`src/include/dpdc_pkg.sv`:
```
// Constants and types for the per-channel power-down controller
// Assumes one clock at 40 MHz and a plain register port from the serial command decoder
package dpdc_pkg;
   typedef enum logic [1:0] {
      DPDC_MODE_NORMAL = 2'h0,
      DPDC_MODE_PD1K   = 2'h1,
      DPDC_MODE_PD125K = 2'h2,
      DPDC_MODE_OPEN   = 2'h3
   } dpdc_mode_e;

   typedef enum logic [1:0] {
      DPDC_ST_ON      = 2'h0,
      DPDC_ST_ENTER   = 2'h1,
      DPDC_ST_DOWN    = 2'h2,
      DPDC_ST_EXIT    = 2'h3
   } dpdc_state_e;

   // Register offsets on the command port
   localparam logic [3:0] DPDC_VOL_PWRDN_ADDR = 4'h0;
   localparam logic [3:0] DPDC_NV_PWRDN_ADDR  = 4'h1;
   localparam logic [3:0] DPDC_STATUS_ADDR    = 4'h2;
   localparam logic [3:0] DPDC_CMD_ADDR       = 4'h3;

   // Command register bit positions
   localparam int DPDC_CMD_GC_RESET_BIT = 0;
   localparam int DPDC_CMD_GC_WAKE_BIT  = 1;
   localparam int DPDC_CMD_HV_WRITE_BIT = 2;

   // Reset value of nonvolatile copy
   localparam logic [15:0] DPDC_NV_PWRDN_RESET = 16'h0000;

   // Delays in nanoseconds and derived cycle counts at 40 MHz
   localparam int DPDC_CLK_PERIOD_NS  = 25;
   localparam int DPDC_ENTRY_DELAY_NS = 10000;
   localparam int DPDC_EXIT_DELAY_NS  = 10000;
   localparam int DPDC_ENTRY_CYCLES   =
      (DPDC_ENTRY_DELAY_NS + DPDC_CLK_PERIOD_NS - 1) / DPDC_CLK_PERIOD_NS;
   localparam int DPDC_EXIT_CYCLES    =
      (DPDC_EXIT_DELAY_NS + DPDC_CLK_PERIOD_NS - 1) / DPDC_CLK_PERIOD_NS;
   localparam int DPDC_CNT_W          = 16;
endpackage

```
`src/rtl/dpdc_channel_seq.sv`:
```
// One channel's power-down sequencer
// Assumes mode field comes from the register file in the same clock domain
//
// The implementer's own choices: the address-and-strobe port and the address map.
`timescale 1ns/1ps
module dpdc_channel_seq
   import dpdc_pkg::*;
#(
   parameter int ENTRY_CYCLES = DPDC_ENTRY_CYCLES,
   parameter int EXIT_CYCLES  = DPDC_EXIT_CYCLES
)
(
   input  wire logic       clk_sys,
   input  wire logic       rst_n,
   input  wire logic [1:0] modeField,
   output logic            ampEnable,
   output logic            ladderEnable,
   output logic            refConnect,
   output logic            pullDown1k,
   output logic            pullDown125k,
   output logic            inPowerDown
);
   dpdc_state_e             state_reg;
   dpdc_state_e             state_next;
   logic [DPDC_CNT_W-1:0]   count_reg;
   logic [DPDC_CNT_W-1:0]   count_next;
   logic                    ampEnable_reg;
   logic                    ampEnable_next;
   logic                    ladderEnable_reg;
   logic                    ladderEnable_next;
   logic                    pull1k_reg;
   logic                    pull1k_next;
   logic                    pull125k_reg;
   logic                    pull125k_next;

   always_comb
   begin
      state_next        = state_reg;
      count_next        = count_reg;
      ampEnable_next    = ampEnable_reg;
      ladderEnable_next = ladderEnable_reg;
      pull1k_next       = pull1k_reg;
      pull125k_next     = pull125k_reg;
      case (state_reg)
         DPDC_ST_ON:
         begin
            ampEnable_next    = 1'b1;
            ladderEnable_next = 1'b1;
            pull1k_next       = 1'b0;
            pull125k_next     = 1'b0;
            if (modeField != DPDC_MODE_NORMAL)
            begin
               state_next  = DPDC_ST_ENTER;
               count_next  = DPDC_CNT_W'(ENTRY_CYCLES);
            end
         end
         DPDC_ST_ENTER:
         begin
            if (modeField == DPDC_MODE_NORMAL)
               state_next = DPDC_ST_ON;
            else if (count_reg <= 16'h0001)
            begin
               state_next        = DPDC_ST_DOWN;
               ampEnable_next    = 1'b0;
               ladderEnable_next = 1'b0;
               pull1k_next       = (modeField == DPDC_MODE_PD1K);
               pull125k_next     = (modeField == DPDC_MODE_PD125K);
            end
            else
               count_next = count_reg - 16'h0001;
         end
         DPDC_ST_DOWN:
         begin
            pull1k_next   = (modeField == DPDC_MODE_PD1K);
            pull125k_next = (modeField == DPDC_MODE_PD125K);
            if (modeField == DPDC_MODE_NORMAL)
            begin
               state_next        = DPDC_ST_EXIT;
               count_next        = DPDC_CNT_W'(EXIT_CYCLES);
               ladderEnable_next = 1'b1;
               pull1k_next       = 1'b0;
               pull125k_next     = 1'b0;
            end
         end
         DPDC_ST_EXIT:
         begin
            if (modeField != DPDC_MODE_NORMAL)
            begin
               state_next        = DPDC_ST_DOWN;
               ladderEnable_next = 1'b0;
            end
            else if (count_reg <= 16'h0001)
            begin
               state_next     = DPDC_ST_ON;
               ampEnable_next = 1'b1;
            end
            else
               count_next = count_reg - 16'h0001;
         end
         default:
            state_next = DPDC_ST_ON;
      endcase
   end

   always_ff @(posedge clk_sys or negedge rst_n)
   begin
      if (!rst_n)
      begin
         state_reg        <= DPDC_ST_ON;
         count_reg        <= 16'h0000;
         ampEnable_reg    <= 1'b1;
         ladderEnable_reg <= 1'b1;
         pull1k_reg       <= 1'b0;
         pull125k_reg     <= 1'b0;
      end
      else
      begin
         state_reg        <= state_next;
         count_reg        <= count_next;
         ampEnable_reg    <= ampEnable_next;
         ladderEnable_reg <= ladderEnable_next;
         pull1k_reg       <= pull1k_next;
         pull125k_reg     <= pull125k_next;
      end
   end

   assign ampEnable    = ampEnable_reg;
   assign ladderEnable = ladderEnable_reg;
   assign refConnect   = ladderEnable_reg;
   assign pullDown1k   = pull1k_reg;
   assign pullDown125k = pull125k_reg;
   assign inPowerDown  = (state_reg == DPDC_ST_DOWN);
endmodule

```
`src/rtl/dac_power_down_control.sv`:
```
// Top of the per-channel power-down controller with its register port
// Assumes a command decoder drives the register port; analogue switches take the enables
`timescale 1ns/1ps
module dac_power_down_control
   import dpdc_pkg::*;
#(
   parameter int CHANNELS     = 8,
   parameter int ENTRY_CYCLES = DPDC_ENTRY_CYCLES,
   parameter int EXIT_CYCLES  = DPDC_EXIT_CYCLES
)
(
   input  wire logic                  clk_sys,
   input  wire logic                  rst_n,
   input  wire logic [3:0]            regAddr,
   input  wire logic [15:0]           regWdata,
   input  wire logic                  regWrite,
   input  wire logic                  regRead,
   output logic [15:0]                regRdata,
   output logic [CHANNELS-1:0]        ampEnable,
   output logic [CHANNELS-1:0]        ladderEnable,
   output logic [CHANNELS-1:0]        refConnect,
   output logic [CHANNELS-1:0]        pullDown1k,
   output logic [CHANNELS-1:0]        pullDown125k
);
   logic [2*CHANNELS-1:0] volPd_reg;
   logic [2*CHANNELS-1:0] volPd_next;
   logic [2*CHANNELS-1:0] nvPd_reg;
   logic [2*CHANNELS-1:0] nvPd_next;
   logic                  recall_reg;
   logic                  recall_next;
   logic [15:0]           rdata_reg;
   logic [15:0]           rdata_next;
   logic [CHANNELS-1:0]   downFlags;

   function automatic logic [2*CHANNELS-1:0] fit(input logic [15:0] v);
      fit = v[2*CHANNELS-1:0];
   endfunction

   // Volatile field, nonvolatile copy and recall; the register port is never gated by
   // power-down, so commands always reach here
   always_comb
   begin
      volPd_next  = volPd_reg;
      nvPd_next   = nvPd_reg;
      recall_next = 1'b0;
      if (recall_reg)
         volPd_next = nvPd_reg;
      if (regWrite)
      begin
         case (regAddr)
            DPDC_VOL_PWRDN_ADDR:
               volPd_next = fit(regWdata);
            DPDC_NV_PWRDN_ADDR:
               nvPd_next = fit(regWdata);
            DPDC_CMD_ADDR:
            begin
               if (regWdata[DPDC_CMD_GC_RESET_BIT])
                  volPd_next = nvPd_reg;
               else if (regWdata[DPDC_CMD_GC_WAKE_BIT])
                  volPd_next = '0;
               else if (regWdata[DPDC_CMD_HV_WRITE_BIT])
                  volPd_next = fit(regWdata);
            end
            default:
               volPd_next = volPd_reg;
         endcase
      end
   end

   always_comb
   begin
      rdata_next = 16'h0000;
      if (regRead)
      begin
         case (regAddr)
            DPDC_VOL_PWRDN_ADDR: rdata_next = 16'(volPd_reg);
            DPDC_NV_PWRDN_ADDR:  rdata_next = 16'(nvPd_reg);
            DPDC_STATUS_ADDR:    rdata_next = 16'(downFlags);
            default:             rdata_next = 16'h0000;
         endcase
      end
   end

   always_ff @(posedge clk_sys or negedge rst_n)
   begin
      if (!rst_n)
      begin
         volPd_reg  <= '0;
         nvPd_reg   <= DPDC_NV_PWRDN_RESET[2*CHANNELS-1:0];
         recall_reg <= 1'b1;
         rdata_reg  <= 16'h0000;
      end
      else
      begin
         volPd_reg  <= volPd_next;
         nvPd_reg   <= nvPd_next;
         recall_reg <= recall_next;
         rdata_reg  <= rdata_next;
      end
   end

   assign regRdata = rdata_reg;

   genvar ch;
   generate
      for (ch = 0; ch < CHANNELS; ch++)
      begin : g_chan
         dpdc_channel_seq #(
            .ENTRY_CYCLES (ENTRY_CYCLES),
            .EXIT_CYCLES  (EXIT_CYCLES)
         ) u_seq (
            .clk_sys      (clk_sys),
            .rst_n        (rst_n),
            .modeField    (volPd_reg[2*ch +: 2]),
            .ampEnable    (ampEnable[ch]),
            .ladderEnable (ladderEnable[ch]),
            .refConnect   (refConnect[ch]),
            .pullDown1k   (pullDown1k[ch]),
            .pullDown125k (pullDown125k[ch]),
            .inPowerDown  (downFlags[ch])
         );
      end
   endgenerate
endmodule

```
`config.mk`:
```
export PLATFORM = sky130hd
export DESIGN_NAME = dac_power_down_control
export DESIGN_NICKNAME = d
export VERILOG_FILES = /design/src/include/dpdc_pkg.sv /design/src/rtl/dpdc_channel_seq.sv /design/src/rtl/dac_power_down_control.sv
export SDC_FILE = /design/constraint.sdc
export NUM_CORES = 1
export LEC_CHECK = 0
export ABC_AREA = 1
export BUFFER_PORTS_ARGS = -buffer_cell sky130_fd_sc_hd__clkbuf_2
export CORE_MARGIN = 4
export CORE_UTILIZATION = 60
export DETAILED_ROUTE_END_ITERATION = 8
export GPL_TIMING_DRIVEN = 0
export PLACE_DENSITY = 0.81
export SLEW_MARGIN = 20
export SYNTH_ARGS = -nofsm -noshare
export SYNTH_HDL_FRONTEND = slang
export SYNTH_SLANG_ARGS = --single-unit
```
`constraint.sdc`:
```
create_clock -name clk_sys -period 2.65 [get_ports clk_sys]
set_clock_uncertainty 0.05 [all_clocks]
set_input_delay 0.53 -clock clk_sys [delete_from_list [all_inputs] [get_ports clk_sys]]
set_output_delay 0.53 -clock clk_sys [all_outputs]
set_load 0.01 [all_outputs]
```
==> impl_metrics.tcl <==
set metrics [dict create \
    avgViaCountPerCell 5.46 \
    drtIter0Drc 1424 \
    cpPeakStageDelay_ns 0.44 \
    clk_pin_slew_worst_paths_ns 0.07 \
    cts_resized 0 \
    start_util 0.610 \
    synth_area_leaders "dfrtp_1 (35%), nand2_1 (16%), nor2_1 (7.6%), nand3_1 (5.6%), inv_1 (5.1%)" \
    criticalPathCategory "register to register" \
    syn_area_um2 14800 \
    cpLargestDelayFamily "simple AND/OR/NAND/NOR gates" \
    antenna_found_initial 2 \
    min_period_ns 2.24 \
    synth_ff_type "dfrtp_1" \
    cp-end-kind "register" \
    ys_ff_latch 225 \
    place.gp.congestion 0.969 \
    min_to "nvPd_reg[12]$_DFFE_PN0P_" \
    crit_fanout 10 \
    finalMaxSlewViolations 0 \
    synth_edf_count 0 \
    fmaxAchievable_mhz 446 \
    setup_ws_ns 0.407 \
    relSlewSlack 0.275 \
    cts_buffer_depth 3 \
    ys_types 44 \
    layout.nets 2322 \
    r2r_setup_slack_ns 0.41 \
    worstPathCellList "inv_1, ha_1, nor2_2, inv_2, nand3_1, nand2_1, buf_2, nand2_1, o21ai_0" \
    setup_violations 0 \
    fin_cells 2594 \
    r2r_cells 9 \
    r2r_end "g_chan[0].u_seq.count_reg[8]$_DFFE_PN0P_" \
    async_reset_ff_frac 1.00 \
    cts_buffers 26 \
    cts-root-buf "clkbuf_16" \
    route.detailed.drc 0 \
    htreeDepth 1 \
    setup_tns_ns 0 \
    grtUsageTotal 0.267 \
    worst_pin_slew_ns 1.08 \
    synthToLayoutAreaGrowth_pct 12.4 \
    drtAntennaViolNets 0 \
    slowest_stage "nor2_2" \
    hold_path_class "input pin to register" \
    cpMostUsedCell "nand2_1" \
    clkPwrFrac 0.212 \
    avgRoutedWirePerCell_um 14.0 \
    syn_nets 2213 \
    hold_depth 3 \
    synth_top_area_frac 0.351 \
    final-hold-violation-count 0 \
    grt_pass1_vias 13200 \
    power_mw 19.0 \
    holdBufCountCts 1 \
    power_switching_mw 8.59 \
    boundaryPins 80 \
    yosys.area.top_type "dfrtp_1" \
    synthCells 2141 \
    drive_gt1_frac 0.124 \
    post_cts_buffers 0 \
    finalCritPeriodShare 0.846 \
    die_y_um 165 \
    dieArea_um2 27300 \
    grt_overflow_total 0 \
    status "completed" \
    core_area_um2 24300 \
    hp-start "regWdata[12]" \
    seqPwrFrac 0.284 \
    grt_first_pass_wirelength_um 61300 \
    pwr-share-comb 0.505 \
    dp_hpwl_um 26200 \
    vias 14200 \
    numClockSinks 225 \
    rows 57 \
    crit_buf_inv 3 \
    powerDensity_nw_per_um2 1140 \
    yosys_warnings 0 \
    p_int_mw 10.4 \
    grt_max_degree 92 \
    syn-mean-instance-area_um2 6.93 \
    wl_um 36400 \
    swShare 0.453 \
    hold_slack_ns 0.216 \
    worstPathArrival_ns 2.60 \
    largest_reg_flops 128 \
    yosysSeqAreaShare 0.381 \
    cap_violations 0 \
    dpl_worst_slack_ns 0.320 \
    cts_tree "yes" \
    leakage_nw 8.55 \
    dp.cells 2545 \
    die_x_um 165 \
    rsz0062_at_grt "false" \
    drt_pass1_iterations 6 \
    crit_path_start_kind "register" \
    clkLatencyLatePin_ns 0.54 \
    vdd_drop_max_mv 0.690 \
    io_buffers 78 \
    worstPathRequired_ns 3.00 \
]
[power by group through the flow]
stage | sequential, mW | combinational, mW | clock [mW]
2_1_floorplan | 5.16 | 7.36 | 0
3_3_place_gp | 5.36 | 9.15 | 0
3_5_place_dp | 5.40 | 9.47 | 0
4_1_cts | 5.36 | 9.54 | 4.06
5_1_grt | 5.52 | 10.9 | 4.21
6_report | 5.38 | 9.57 | 4.01
[worst reg2reg max path: stages (launching register included)]
cell     delay, ns
dfrtp_1       0.40
inv_1         0.08
ha_1          0.26
nor2_2        0.44
inv_2         0.20
nand3_1       0.13
nand2_1       0.17
buf_2         0.24
nand2_1       0.07
o21ai_0       0.07
[layout make-up]
class / instances / area (µm²)
Antenna cell: 1 / 2.50
Buffer: 81 / 568
Clock buffer: 38 / 787
Clock inverter: 9 / 174
Fill cell: 2022 / 7650
Inverter: 224 / 848
Multi-Input combinational cell: 1611 / 7760
Sequential cell: 225 / 5650
Tap cell: 324 / 405
Timing Repair Buffer: 81 / 464
[cells in the final DEF, fill, tap and decap left out, types with 6 or more instances in the layout]
master	synthesis	routed
clkbuf_16	0	27
o211ai_1	6	6
nor2_1	301	301
nand3_1	165	165
inv_2	15	15
dfstp_2	17	17
clkbuf_8	0	8
xnor2_1	9	9
o21ai_2	7	7
a21oi_1	64	64
buf_4	42	42
xor2_1	40	40
nor3_1	14	14
nor2_2	12	12
buf_2	19	19
o21ai_1	52	52
dfrtp_1	208	208
nor2_4	8	8
inv_1	203	203
o21ai_0	141	141
ha_1	48	48
nand2_2	9	9
clkbuf_1	10	14
a21o_1	9	9
clkbuf_2	0	77
nor4_1	6	6
buf_6	8	8
o2111ai_1	6	6
nand3b_1	17	17
nand2_1	642	642
nand4_1	21	21
[worst max-delay path by stage]
stage	to	slack [ns]	cells past startpoint
after global placement	g_chan[1].u_seq.count_reg[13]$_DFFE_PN0P_	-3.54	1
after global routing	g_chan[0].u_seq.count_reg[14]$_DFFE_PN0P_	0.27	9
after floorplan	g_chan[0].u_seq.count_reg[10]$_DFFE_PN0P_	0.91	8
after CTS	g_chan[0].u_seq.count_reg[14]$_DFFE_PN0P_	0.39	9
final	g_chan[0].u_seq.count_reg[8]$_DFFE_PN0P_	0.41	9
after detailed placement	regRdata[5]$_DFF_PN0_	0.32	8
[stage by stage]
step | utilization | area [µm²]
2_1_floorplan | - | 14800
3_3_place_gp | 0.643 | 15600
3_5_place_dp | 0.645 | 15700
4_1_cts | 0.685 | 16700
5_1_grt | 0.685 | 16700
6_report | 0.685 | 16700
[logic make-up after synthesis]
group / share of synthesized area
AND/OR/NAND/NOR: 0.342
buffers and inverters: 0.0955
AO/OA/AOI/OAI: 0.112
flip-flops: 0.381
XOR/XNOR: 0.0289
adder cells (fa/ha/maj): 0.0405
other: 0.000253
[synthesized netlist by cell type, types with 3 or more instances]
library cell,n
inv_1,203
nor4_1,6
a21o_1,9
nand2_1,642
ha_1,48
dfstp_2,17
dfrtp_1,208
nand2_2,9
o2111ai_1,6
clkbuf_1,10
o21ai_2,7
nand3_1,165
o31ai_1,4
a21oi_2,5
inv_4,3
buf_6,8
xnor2_1,9
o21ai_1,52
o21ai_0,141
nor3_1,14
buf_4,42
nand3b_1,17
nor2_1,301
buf_2,19
nor2_2,12
o21a_1,3
nor2_4,8
xor2_1,40
a21oi_1,64
nor3_2,4
nand4_1,21
clkinv_1,3
o22ai_1,3
o211ai_1,6
inv_2,15
or2_2,5
[routing by layer]
metal / wire (µm) / vias to the layer above / share of wire / global-route usage
met3: 2440 / 92 / 0.067 / 0.0357
li1: - / 7042 / - / -
met2: 17000 / 458 / 0.47 / 0.446
met5: 29 / - / 0.00080 / 0
met1: 15800 / 6571 / 0.43 / 0.363
met4: 1100 / 4 / 0.030 / 0.0839
Note: power is estimated with default switching activity, not from simulation.
